[src/dgct_pkg.sv]
/*
 Shared constants for the geardown and command timing link: command codes,
 mode register bit positions and cycle counts at the 125 MHz core clock.
 Assumes both ends run on the same core_clk.
*/
package dgct_pkg;
    // Clock period in picoseconds
    localparam int CLK_PERIOD_PS = 8000;
    // Times in nanoseconds as defaults; cycles rounded up
    localparam int MODE_UPDATE_NS = 15;
    localparam int MODE_UPDATE_CYC = (MODE_UPDATE_NS * 1000 + CLK_PERIOD_PS - 1) / CLK_PERIOD_PS;
    localparam int RESET_EXIT_NS = 360;
    localparam int RESET_EXIT_CYC = (RESET_EXIT_NS * 1000 + CLK_PERIOD_PS - 1) / CLK_PERIOD_PS;
    localparam int SREF_EXIT_NS = 360;
    localparam int SREF_EXIT_CYC = (SREF_EXIT_NS * 1000 + CLK_PERIOD_PS - 1) / CLK_PERIOD_PS;
    localparam int WRITE_RECOVERY_NS = 15;
    localparam int WRITE_RECOVERY_CYC = (WRITE_RECOVERY_NS * 1000 + CLK_PERIOD_PS - 1) / CLK_PERIOD_PS;
    localparam int WRITE_RECOVERY_CM_NS = 20;
    localparam int WRITE_RECOVERY_CM_CYC = (WRITE_RECOVERY_CM_NS * 1000 + CLK_PERIOD_PS - 1) / CLK_PERIOD_PS;
    localparam int WTR_SHORT_CYC = 2;
    localparam int WTR_SHORT_CM_CYC = 4;
    localparam int WTR_LONG_CYC = 6;
    localparam int WTR_LONG_CM_CYC = 8;
    localparam int SYNC_EXTRA_CYC = 4;
    localparam int SYNC_SETUP_CYC = 2;
    localparam int SYNC_HOLD_CYC = 2;
    localparam int MR7_GAP_CYC = 5;
    localparam int MPR_GAP_CYC = 4;
    localparam int WSTART_FULL_CYC = 4;
    localparam int WSTART_CHOP_CYC = 2;
    localparam int BURST_CYC = 4;
    localparam int BG_OP_CYC = 8;
    localparam int MIN_RATE_MTS = 1600;
    // Mode register bit positions and select codes
    localparam int MR4_RD_PRE_BIT = 11;
    localparam int MR4_WR_PRE_BIT = 12;
    localparam int MR4_GEAR_BIT = 3;
    localparam logic [2:0] MR_SEL_FOUR = 3'h4;
    localparam logic [2:0] MR_SEL_THREE = 3'h3;
    localparam logic [2:0] MR_SEL_SEVEN = 3'h7;
    localparam int MR3_MPR_BIT = 2;
    // Command codes on the link
    typedef enum logic [2:0] {
        DGCT_CMD_DES = 3'h0,
        DGCT_CMD_MRW = 3'h1,
        DGCT_CMD_ACT = 3'h2,
        DGCT_CMD_PRE = 3'h3,
        DGCT_CMD_RD = 3'h4,
        DGCT_CMD_RDA = 3'h5,
        DGCT_CMD_WR = 3'h6,
        DGCT_CMD_REF = 3'h7
    } dgct_cmd_t;
endpackage

[src/dgct_if.sv]
/*
 Command link between the host controller end and the memory device end.
 Assumes a common core_clk; the testbench instantiates and joins it.
*/
`timescale 1ns/100ps
interface dgct_if;
    logic cke;
    logic cs_n;
    logic [2:0] cmd;
    logic [2:0] mr_sel;
    logic [15:0] addr;
    logic chop_otf;
    logic wdqs_pre_oe;
    logic rdqs_oe;
    logic rdqs_toggle;
    logic dll_locked;
    logic wr_start;
    // Host drives commands and write preamble, device drives read strobes and status
    modport host (output cke, cs_n, cmd, mr_sel, addr, chop_otf, wdqs_pre_oe,
        input rdqs_oe, rdqs_toggle, dll_locked, wr_start);
    modport dev (input cke, cs_n, cmd, mr_sel, addr, chop_otf, wdqs_pre_oe,
        output rdqs_oe, rdqs_toggle, dll_locked, wr_start);
endinterface

[src/dgct_host.sv]
/*
 Host controller end: geardown entry sequencer, command gap enforcement,
 CRC-with-mask timing selection and write preamble drive.
 Assumes the device end on the same core_clk through dgct_if.host.
*/
// Function
// Wait reset-exit time before geardown mode write
// Wait self-refresh exit before geardown enable
// Sync pulse after mode update plus four
// No command until mode update after sync
// Sync setup, hold two; even counts
// Device starts write four or two after latency
// Reads only while DLL locked
// CRC with mask selects substitute timings
// Write recovery rounds up for powerdown entry
// Device accepts clock-enable low mid-operation
// Read preamble one or two clocks
// Write preamble one or two clocks
// Five clocks after register seven write
// Nanosecond parameters round up to clocks
// Two-clock preamble opens strobe earlier
// Gap after multipurpose read before reload
// Below 1600 use 1600 timings
// Geardown entry sequenced by state machine
`timescale 1ns/100ps
module dgct_host #(
    parameter int WL_CYC = 9,
    parameter int RATE_MTS = 2400
) (
    input wire logic core_clk,
    input wire logic sys_rst,
    input wire logic clk_en,
    input wire logic gear_start,
    input wire logic from_reset,
    input wire logic req_valid,
    input wire dgct_pkg::dgct_cmd_t req_cmd,
    input wire logic [2:0] req_mr_sel,
    input wire logic [15:0] req_addr,
    input wire logic req_chop,
    input wire logic crc_en,
    input wire logic mask_en,
    output logic req_ready,
    output logic gear_done,
    output logic [7:0] wr_pden_cyc,
    dgct_if.host lnk
);
    // Geardown sequencer states, gray along the path
    typedef enum logic [2:0] {
        DGCT_G_IDLE = 3'b000,
        DGCT_G_EXIT = 3'b001,
        DGCT_G_MRW = 3'b011,
        DGCT_G_WSYNC = 3'b010,
        DGCT_G_SYNC = 3'b110,
        DGCT_G_WCMD = 3'b111,
        DGCT_G_DONE = 3'b101
    } dgct_gstate_t;

    // Even rounding of counts
    function automatic int even_up(input int v);
        even_up = v + (v % 2);
    endfunction

    localparam int EXIT_RST = dgct_pkg::RESET_EXIT_CYC;
    localparam int EXIT_SREF = dgct_pkg::SREF_EXIT_CYC;
    localparam int SYNC_WAIT = even_up(dgct_pkg::MODE_UPDATE_CYC + dgct_pkg::SYNC_EXTRA_CYC);
    localparam int CMD_WAIT = even_up(dgct_pkg::MODE_UPDATE_CYC);
    localparam int PULSE_LEN = dgct_pkg::SYNC_SETUP_CYC + dgct_pkg::SYNC_HOLD_CYC;
    localparam logic [15:0] GEAR_MR = 16'h0008;

    dgct_gstate_t gst_reg, gst_next;
    logic [9:0] gcnt_reg;
    logic [7:0] gap_reg;
    logic mpr_on_reg;
    logic cke_reg, cs_n_reg, chop_reg, wpre_reg;
    logic [2:0] cmd_reg, mrs_reg;
    logic [15:0] addr_reg;
    logic [7:0] wpre_cnt_reg;
    logic wr_pre2_reg, rd_pre2_reg;
    logic done_reg;
    logic [7:0] pden_reg;

    // Substitute timings when both checks are on
    wire crc_mask = crc_en & mask_en;
    wire [7:0] wr_rec = 8'(crc_mask ? dgct_pkg::WRITE_RECOVERY_CM_CYC : dgct_pkg::WRITE_RECOVERY_CYC);
    wire [7:0] wtr_l = 8'(crc_mask ? dgct_pkg::WTR_LONG_CM_CYC : dgct_pkg::WTR_LONG_CYC);
    wire [7:0] wtr_s = 8'(crc_mask ? dgct_pkg::WTR_SHORT_CM_CYC : dgct_pkg::WTR_SHORT_CYC);
    // Below the lowest grade the long gaps stand; rate only widens margin
    wire slow_grade = (RATE_MTS < dgct_pkg::MIN_RATE_MTS);
    wire [7:0] wtr_gap = (slow_grade | ~req_addr[12]) ? wtr_l : wtr_s;

    wire gear_busy = (gst_reg != DGCT_G_IDLE) && (gst_reg != DGCT_G_DONE);
    wire is_read = (req_cmd == dgct_pkg::DGCT_CMD_RD) || (req_cmd == dgct_pkg::DGCT_CMD_RDA);
    wire read_block = is_read & ~lnk.dll_locked;
    wire can_issue = clk_en & req_valid & ~gear_busy & (gap_reg == 8'h00) & ~read_block;
    wire is_mrw = (req_cmd == dgct_pkg::DGCT_CMD_MRW);
    wire is_wr = (req_cmd == dgct_pkg::DGCT_CMD_WR);
    wire mrw_mr7 = is_mrw & (req_mr_sel == dgct_pkg::MR_SEL_SEVEN);
    wire mpr_reload = is_mrw & (req_mr_sel == dgct_pkg::MR_SEL_THREE);
    wire [7:0] wr_gap = 8'(WL_CYC + dgct_pkg::BURST_CYC) + wtr_gap;

    // Gap after the issued command
    wire [7:0] gap_new = mrw_mr7 ? 8'(dgct_pkg::MR7_GAP_CYC) :
                          (is_read & mpr_on_reg) ? 8'(dgct_pkg::BURST_CYC + dgct_pkg::MPR_GAP_CYC) :
                          is_wr ? wr_gap : 8'h00;

    // Geardown sequencer
    always_comb begin
        gst_next = gst_reg;
        case (gst_reg)
            DGCT_G_IDLE: if (gear_start) gst_next = DGCT_G_EXIT;
            DGCT_G_EXIT: if (gcnt_reg == 10'h000) gst_next = DGCT_G_MRW;
            DGCT_G_MRW: gst_next = DGCT_G_WSYNC;
            DGCT_G_WSYNC: if (gcnt_reg == 10'h000) gst_next = DGCT_G_SYNC;
            DGCT_G_SYNC: if (gcnt_reg == 10'h000) gst_next = DGCT_G_WCMD;
            DGCT_G_WCMD: if (gcnt_reg == 10'h000) gst_next = DGCT_G_DONE;
            DGCT_G_DONE: gst_next = DGCT_G_DONE;
            default: gst_next = DGCT_G_IDLE;
        endcase
    end

    // Counter loads on entry to each timed state (EXIT, WSYNC, SYNC, WCMD)
    always_ff @(posedge core_clk or posedge sys_rst) begin
        if (sys_rst) begin
            gst_reg <= DGCT_G_IDLE;
            gcnt_reg <= 10'h000;
        end else if (clk_en) begin
            gst_reg <= gst_next;
            if (gst_reg == DGCT_G_IDLE && gear_start)
                gcnt_reg <= 10'(from_reset ? EXIT_RST - 1 : EXIT_SREF - 1);
            else if (gst_reg == DGCT_G_MRW)
                gcnt_reg <= 10'(SYNC_WAIT - 1);
            else if (gst_next == DGCT_G_SYNC && gst_reg == DGCT_G_WSYNC)
                gcnt_reg <= 10'(PULSE_LEN - 1);
            else if (gst_next == DGCT_G_WCMD && gst_reg == DGCT_G_SYNC)
                gcnt_reg <= 10'(CMD_WAIT - 1);
            else if (gcnt_reg != 10'h000)
                gcnt_reg <= gcnt_reg - 10'h001;
        end
    end

    // Command gap and mode tracking
    always_ff @(posedge core_clk or posedge sys_rst) begin
        if (sys_rst) begin
            gap_reg <= 8'h00;
            mpr_on_reg <= 1'b0;
            rd_pre2_reg <= 1'b0;
            wr_pre2_reg <= 1'b0;
        end else if (clk_en) begin
            if (can_issue) begin
                gap_reg <= gap_new;
                if (mpr_reload)
                    mpr_on_reg <= req_addr[dgct_pkg::MR3_MPR_BIT];
                if (is_mrw && req_mr_sel == dgct_pkg::MR_SEL_FOUR) begin
                    rd_pre2_reg <= req_addr[dgct_pkg::MR4_RD_PRE_BIT];
                    wr_pre2_reg <= req_addr[dgct_pkg::MR4_WR_PRE_BIT];
                end
            end else if (gap_reg != 8'h00)
                gap_reg <= gap_reg - 8'h01;
        end
    end

    // Link drive, including sync pulse on chip select
    always_ff @(posedge core_clk or posedge sys_rst) begin
        if (sys_rst) begin
            cke_reg <= 1'b0;
            cs_n_reg <= 1'b1;
            cmd_reg <= 3'h0;
            mrs_reg <= 3'h0;
            addr_reg <= 16'h0000;
            chop_reg <= 1'b0;
        end else if (clk_en) begin
            cke_reg <= 1'b1;
            cs_n_reg <= ~(gst_reg == DGCT_G_MRW || gst_next == DGCT_G_SYNC || can_issue);
            cmd_reg <= (gst_reg == DGCT_G_MRW) ? dgct_pkg::DGCT_CMD_MRW :
                       can_issue ? req_cmd : dgct_pkg::DGCT_CMD_DES;
            mrs_reg <= (gst_reg == DGCT_G_MRW) ? dgct_pkg::MR_SEL_THREE : req_mr_sel;
            addr_reg <= (gst_reg == DGCT_G_MRW) ? GEAR_MR : req_addr;
            chop_reg <= req_chop;
        end
    end

    // Write preamble window ahead of write data
    always_ff @(posedge core_clk or posedge sys_rst) begin
        if (sys_rst) begin
            wpre_cnt_reg <= 8'h00;
            wpre_reg <= 1'b0;
        end else if (clk_en) begin
            if (can_issue && is_wr)
                wpre_cnt_reg <= 8'(WL_CYC) - (wr_pre2_reg ? 8'h02 : 8'h01);
            else if (wpre_cnt_reg != 8'h00)
                wpre_cnt_reg <= wpre_cnt_reg - 8'h01;
            wpre_reg <= (wpre_cnt_reg != 8'h00) && (wpre_cnt_reg <= (wr_pre2_reg ? 8'h02 : 8'h01));
        end
    end

    // Status outputs
    always_ff @(posedge core_clk or posedge sys_rst) begin
        if (sys_rst) begin
            done_reg <= 1'b0;
            pden_reg <= 8'h00;
        end else if (clk_en) begin
            done_reg <= (gst_reg == DGCT_G_DONE);
            pden_reg <= 8'(WL_CYC + dgct_pkg::WSTART_FULL_CYC) + wr_rec;
        end
    end

    assign req_ready = can_issue;
    assign gear_done = done_reg;
    assign wr_pden_cyc = pden_reg;
    assign lnk.cke = cke_reg;
    assign lnk.cs_n = cs_n_reg;
    assign lnk.cmd = cmd_reg;
    assign lnk.mr_sel = mrs_reg;
    assign lnk.addr = addr_reg;
    assign lnk.chop_otf = chop_reg;
    assign lnk.wdqs_pre_oe = wpre_reg;
endmodule

[src/flat_wrapper.sv]
// flat-port wrapper written by rule: the top's interface ports become plain ports
module dgct_host_flat 
#(
    parameter int WL_CYC = 9,
    parameter int RATE_MTS = 2400
)
  (core_clk, sys_rst, clk_en, gear_start, from_reset, req_valid, req_cmd, req_mr_sel, req_addr, req_chop, crc_en, mask_en, req_ready, gear_done, wr_pden_cyc, lnk_cke, lnk_cs_n, lnk_cmd, lnk_mr_sel, lnk_addr, lnk_chop_otf, lnk_wdqs_pre_oe, lnk_rdqs_oe, lnk_rdqs_toggle, lnk_dll_locked, lnk_wr_start);
  dgct_if lnk_i ();
  input wire logic core_clk;
  input wire logic sys_rst;
  input wire logic clk_en;
  input wire logic gear_start;
  input wire logic from_reset;
  input wire logic req_valid;
  input wire dgct_pkg::dgct_cmd_t req_cmd;
  input wire logic [2:0] req_mr_sel;
  input wire logic [15:0] req_addr;
  input wire logic req_chop;
  input wire logic crc_en;
  input wire logic mask_en;
  output logic req_ready;
  output logic gear_done;
  output logic [7:0] wr_pden_cyc;
  output wire logic [$bits(lnk_i.cke)-1:0] lnk_cke;
  output wire logic [$bits(lnk_i.cs_n)-1:0] lnk_cs_n;
  output wire logic [$bits(lnk_i.cmd)-1:0] lnk_cmd;
  output wire logic [$bits(lnk_i.mr_sel)-1:0] lnk_mr_sel;
  output wire logic [$bits(lnk_i.addr)-1:0] lnk_addr;
  output wire logic [$bits(lnk_i.chop_otf)-1:0] lnk_chop_otf;
  output wire logic [$bits(lnk_i.wdqs_pre_oe)-1:0] lnk_wdqs_pre_oe;
  input wire logic [$bits(lnk_i.rdqs_oe)-1:0] lnk_rdqs_oe;
  input wire logic [$bits(lnk_i.rdqs_toggle)-1:0] lnk_rdqs_toggle;
  input wire logic [$bits(lnk_i.dll_locked)-1:0] lnk_dll_locked;
  input wire logic [$bits(lnk_i.wr_start)-1:0] lnk_wr_start;
  assign lnk_cke = lnk_i.cke;
  assign lnk_cs_n = lnk_i.cs_n;
  assign lnk_cmd = lnk_i.cmd;
  assign lnk_mr_sel = lnk_i.mr_sel;
  assign lnk_addr = lnk_i.addr;
  assign lnk_chop_otf = lnk_i.chop_otf;
  assign lnk_wdqs_pre_oe = lnk_i.wdqs_pre_oe;
  assign lnk_i.rdqs_oe = lnk_rdqs_oe;
  assign lnk_i.rdqs_toggle = lnk_rdqs_toggle;
  assign lnk_i.dll_locked = lnk_dll_locked;
  assign lnk_i.wr_start = lnk_wr_start;
  dgct_host #(.WL_CYC(WL_CYC), .RATE_MTS(RATE_MTS)) u_core (.core_clk(core_clk), .sys_rst(sys_rst), .clk_en(clk_en), .gear_start(gear_start), .from_reset(from_reset), .req_valid(req_valid), .req_cmd(req_cmd), .req_mr_sel(req_mr_sel), .req_addr(req_addr), .req_chop(req_chop), .crc_en(crc_en), .mask_en(mask_en), .req_ready(req_ready), .gear_done(gear_done), .wr_pden_cyc(wr_pden_cyc), .lnk(lnk_i));
endmodule
[config.mk]
export PLATFORM = sky130hd
export DESIGN_NAME = dgct_host_flat
export DESIGN_NICKNAME = d
export VERILOG_FILES = /design/src/dgct_pkg.sv /design/src/dgct_if.sv /design/src/dgct_host.sv /design/src/flat_wrapper.sv
export SDC_FILE = /design/constraint.sdc
export NUM_CORES = 1
export LEC_CHECK = 0
export BUFFER_PORTS_ARGS = -buffer_cell sky130_fd_sc_hd__buf_2
export CAP_MARGIN = 20
export CORE_MARGIN = 4
export CORE_UTILIZATION = 50
export DETAILED_ROUTE_END_ITERATION = 10
export HOLD_SLACK_MARGIN = 0.03
export PLACE_DENSITY = 0.73
export SLEW_MARGIN = 20
export SYNTH_ARGS = -nofsm -noshare
export SYNTH_HDL_FRONTEND = slang
export SYNTH_SLANG_ARGS = --single-unit
[constraint.sdc]
create_clock -name core_clk -period 4 [get_ports core_clk]
set_clock_uncertainty 0.15 [all_clocks]
set_input_delay 0.4 -clock core_clk [delete_from_list [all_inputs] [get_ports core_clk]]
set_output_delay 0.4 -clock core_clk [all_outputs]
set_load 0.05 [all_outputs]
==> flow_summary.toml <==
[timing]
final_max_slew_viol_count = 0
setup_ws_ns = 1.186
maxSlewHeadroom_pct = 32.25
rsz0062_at_grt = "false"
max_slew.worst_pin.slew_ns = 1.002
tns_ns = 0
setup_viol = 0
finalHoldWorstSlack_ns = 0.05963
fmax_ghz = 0.3554
period_needed_ns = 2.814
post-route-period-util_pct = 70.34
finalHoldViolations = 0

[cts]
ctsHoldBuffers = 0
cts_sinks = 60
cts_buffer_depth = 2
worstSkewPairLatency_ns = 0.33
cts_tree = "yes"
clk_pin_slew_ns = 0.07
post_cts_buffers = 0
cts_buffers = 9
cts-root-buf = "clkbuf_8"
htreeDepth = 3
cts_resized = 0

[cells_and_area]
fillers = 510
final_cell_count_no_fill = 458
nets = 421
n_antenna_cell = 0
area_delta_synth_final_pct = 16.86
finalInstanceArea_um2 = 3616
finish.utilization_pct = 60.71
largest_register_ff_count = 16
layout-drive-gt1-share_pct = 26.11

[synthesis]
postSynthAreaPerCell_um2 = 9.639
yosysTopAreaCell = "dfrtp_1"
syn-cell-area_um2 = 3094
netlist.area_leader.share_pct = 47.72
ys_warn_count = 0
synthTopCellsByCount = "59 x dfrtp_1, 41 x nand2_1, 25 x nor2_1"
async_flop_share_pct = 100.0
synth.area.top_cells = "dfrtp_1 48%, nand2_1 5.0%, o2bb2ai_1 4.5%"
ys_ff_latch = 60
synth_flop_cell = "dfrtp_1"
postSynthCellCount = 321
yosysMostFrequentCell = "dfrtp_1"
synth_edf_count = 0
yosysUniqueCellTypes = 56
yosysSeqAreaShare_pct = 48.56

[power]
seqPwrFrac_pct = 39.6
peakVddDrop_v = 0.0003467
p_per_area_nw_per_um2 = 701.4
clockPowerShare_pct = 20.7
p_switching_mw = 1.074
leakage_nw = 1.647
combPwrFrac_pct = 39.6
switching_share_pct = 42.33
finalPower_mw = 2.536
cellInternalPower_mw = 1.463

[placement]
dp_slack_ns = 1.320
routabilityCongestion = 0.8864
placed_cell_area_um2 = 3426
dp.cells = 443
port_buffers = 63
place_hpwl_um = 4819

[worst_setup_path]
critical_path_arrival_ns = 2.26
worst-path-buf-inv = 3
start_kind = "flip-flop"
rrSetupSlack_ns = 1.31
cpLargestDelayFamily = "simple AND/OR/NAND/NOR gates"
cp_max_fo = 10
crit_chain = "inv_1 -> ha_1 -> nand3_1 -> or3_1 -> inv_1 -> buf_2"
cpMostUsedCell = "inv_1"
worst_ep_required_time_ns = 3.45
critPathMaxStageDelay_ns = 0.56
cpMaxStageDelayCell = "or3_1"
crit_type = "flip-flop to primary output"
end_kind = "primary output"

[grt]
grt_pass1_wl_um = 11570
grt_max_degree = 39
grt-ovfl-total = 0
grt_pass1_vias = 2498
antenna_found_initial = 0
track_usage_pct = 19.79

[drt]
drt_wl_total_um = 6831
drc_errors = 0
wire_per_inst_um = 14.91
routed_via_density = 5.579
vias = 2555
drt_iter0_drc = 176
antenna_left = 0
firstDrtPassIters = 4

[floorplan]
die_height_um = 86.67
die-width_um = 86.67
row_count = 28
top_level_ports = 71
die_area_um2 = 7511
initial_core_util_pct = 51.95
core_um2 = 5956

[min_path]
min_path_type = "primary input to async pin"

[status]
status = "finished, final reports clean"

[flow_run]
drv_cap = 0
## area by class of cell
class	instances	area, um2	area share, %
Tap cell	75	93.84	2.595
Clock inverter	5	52.55	1.453
Multi-Input combinational cell	223	1416	39.17
Clock buffer	10	137.6	3.806
Sequential cell	60	1503	41.56
Timing Repair Buffer	67	345.3	9.550
Inverter	18	67.56	1.869
## power by group through the flow
stage	logic, mW	registers, mW	clock network, mW
after floorplan	0.606	1.17	0
final	1.01	1.00	0.526
after detailed placement	1.01	1.01	0
after global routing	1.11	1.04	0.568
after global placement	0.982	1.00	0
after CTS	1.01	1.00	0.539
## metal layers
metal	track usage, %	up-vias	routed length (um)
met2	30.25	66	3204
met4	8.215	0	74
li1	-	1242	-
met3	5.228	7	379
met5	0	-	0
met1	26.72	1240	3173
## worst paths after layout
path,startpoint,endpoint,cells past startpoint
min reg2reg,u_core.gap_reg[7]$_DFFE_PP0P_,u_core.gap_reg[7]$_DFFE_PP0P_,1
max in group asynchronous,sys_rst,u_core.lnk.mr_sel[1]$_DFFE_PP0P_,3
max reg2reg,u_core.gcnt_reg[0]$_DFFE_PP0P_,u_core.gcnt_reg[0]$_DFFE_PP0P_,7
max,u_core.gap_reg[0]$_DFFE_PP0P_,req_ready,6
min,sys_rst,u_core.wpre_cnt_reg[7]$_DFFE_PP0P_,2
min in group core_clk,req_chop,u_core.lnk.chop_otf$_DFFE_PP0P_,2
## logic make-up (layout without fill, tap and decap cells)
family	after synthesis	after routing	synth area share (%)
other	1	3	0.1212
adders and majority gates	7	7	2.830
muxes	9	9	3.073
DFF	60	60	48.56
xor gates and xnor gates	13	13	3.680
and+or+nand+nor	115	115	18.60
buffers and inverters	40	100	5.903
AOI/OAI and AO/OA	76	76	17.23
## cell usage in the layout (no fill, tap or decap), types with 2 or more instances in the layout
cell type / n
a211oi_1: 2
a21o_1: 2
a21oi_1: 16
a31oi_1: 5
buf_2: 63
buf_4: 4
clkbuf_8: 10
clkinv_2: 3
conb_1: 3
dfrtp_1: 59
ha_1: 7
inv_1: 17
mux2_2: 4
mux2i_1: 5
nand2_1: 41
nand2b_1: 2
nand3_1: 6
nand3b_1: 2
nand4_1: 2
nor2_1: 25
nor2b_1: 3
nor3_1: 6
nor4_1: 7
nor4b_1: 3
o21ai_0: 16
o221ai_1: 2
o2bb2ai_1: 16
o31ai_1: 3
o41ai_1: 2
or2_2: 3
or3_1: 3
or3b_2: 3
or4_4: 2
xnor2_1: 11
xor2_1: 2
## worst register-to-register path: cells and delay by family (launching register included)
family          cells  cell delay [ns]
simple gates        2             0.99
flops               1             0.43
fa+ha+maj           1             0.16
buf+inv             1             0.08
compound gates      3             0.77
Power figures use the tool's default switching activity.
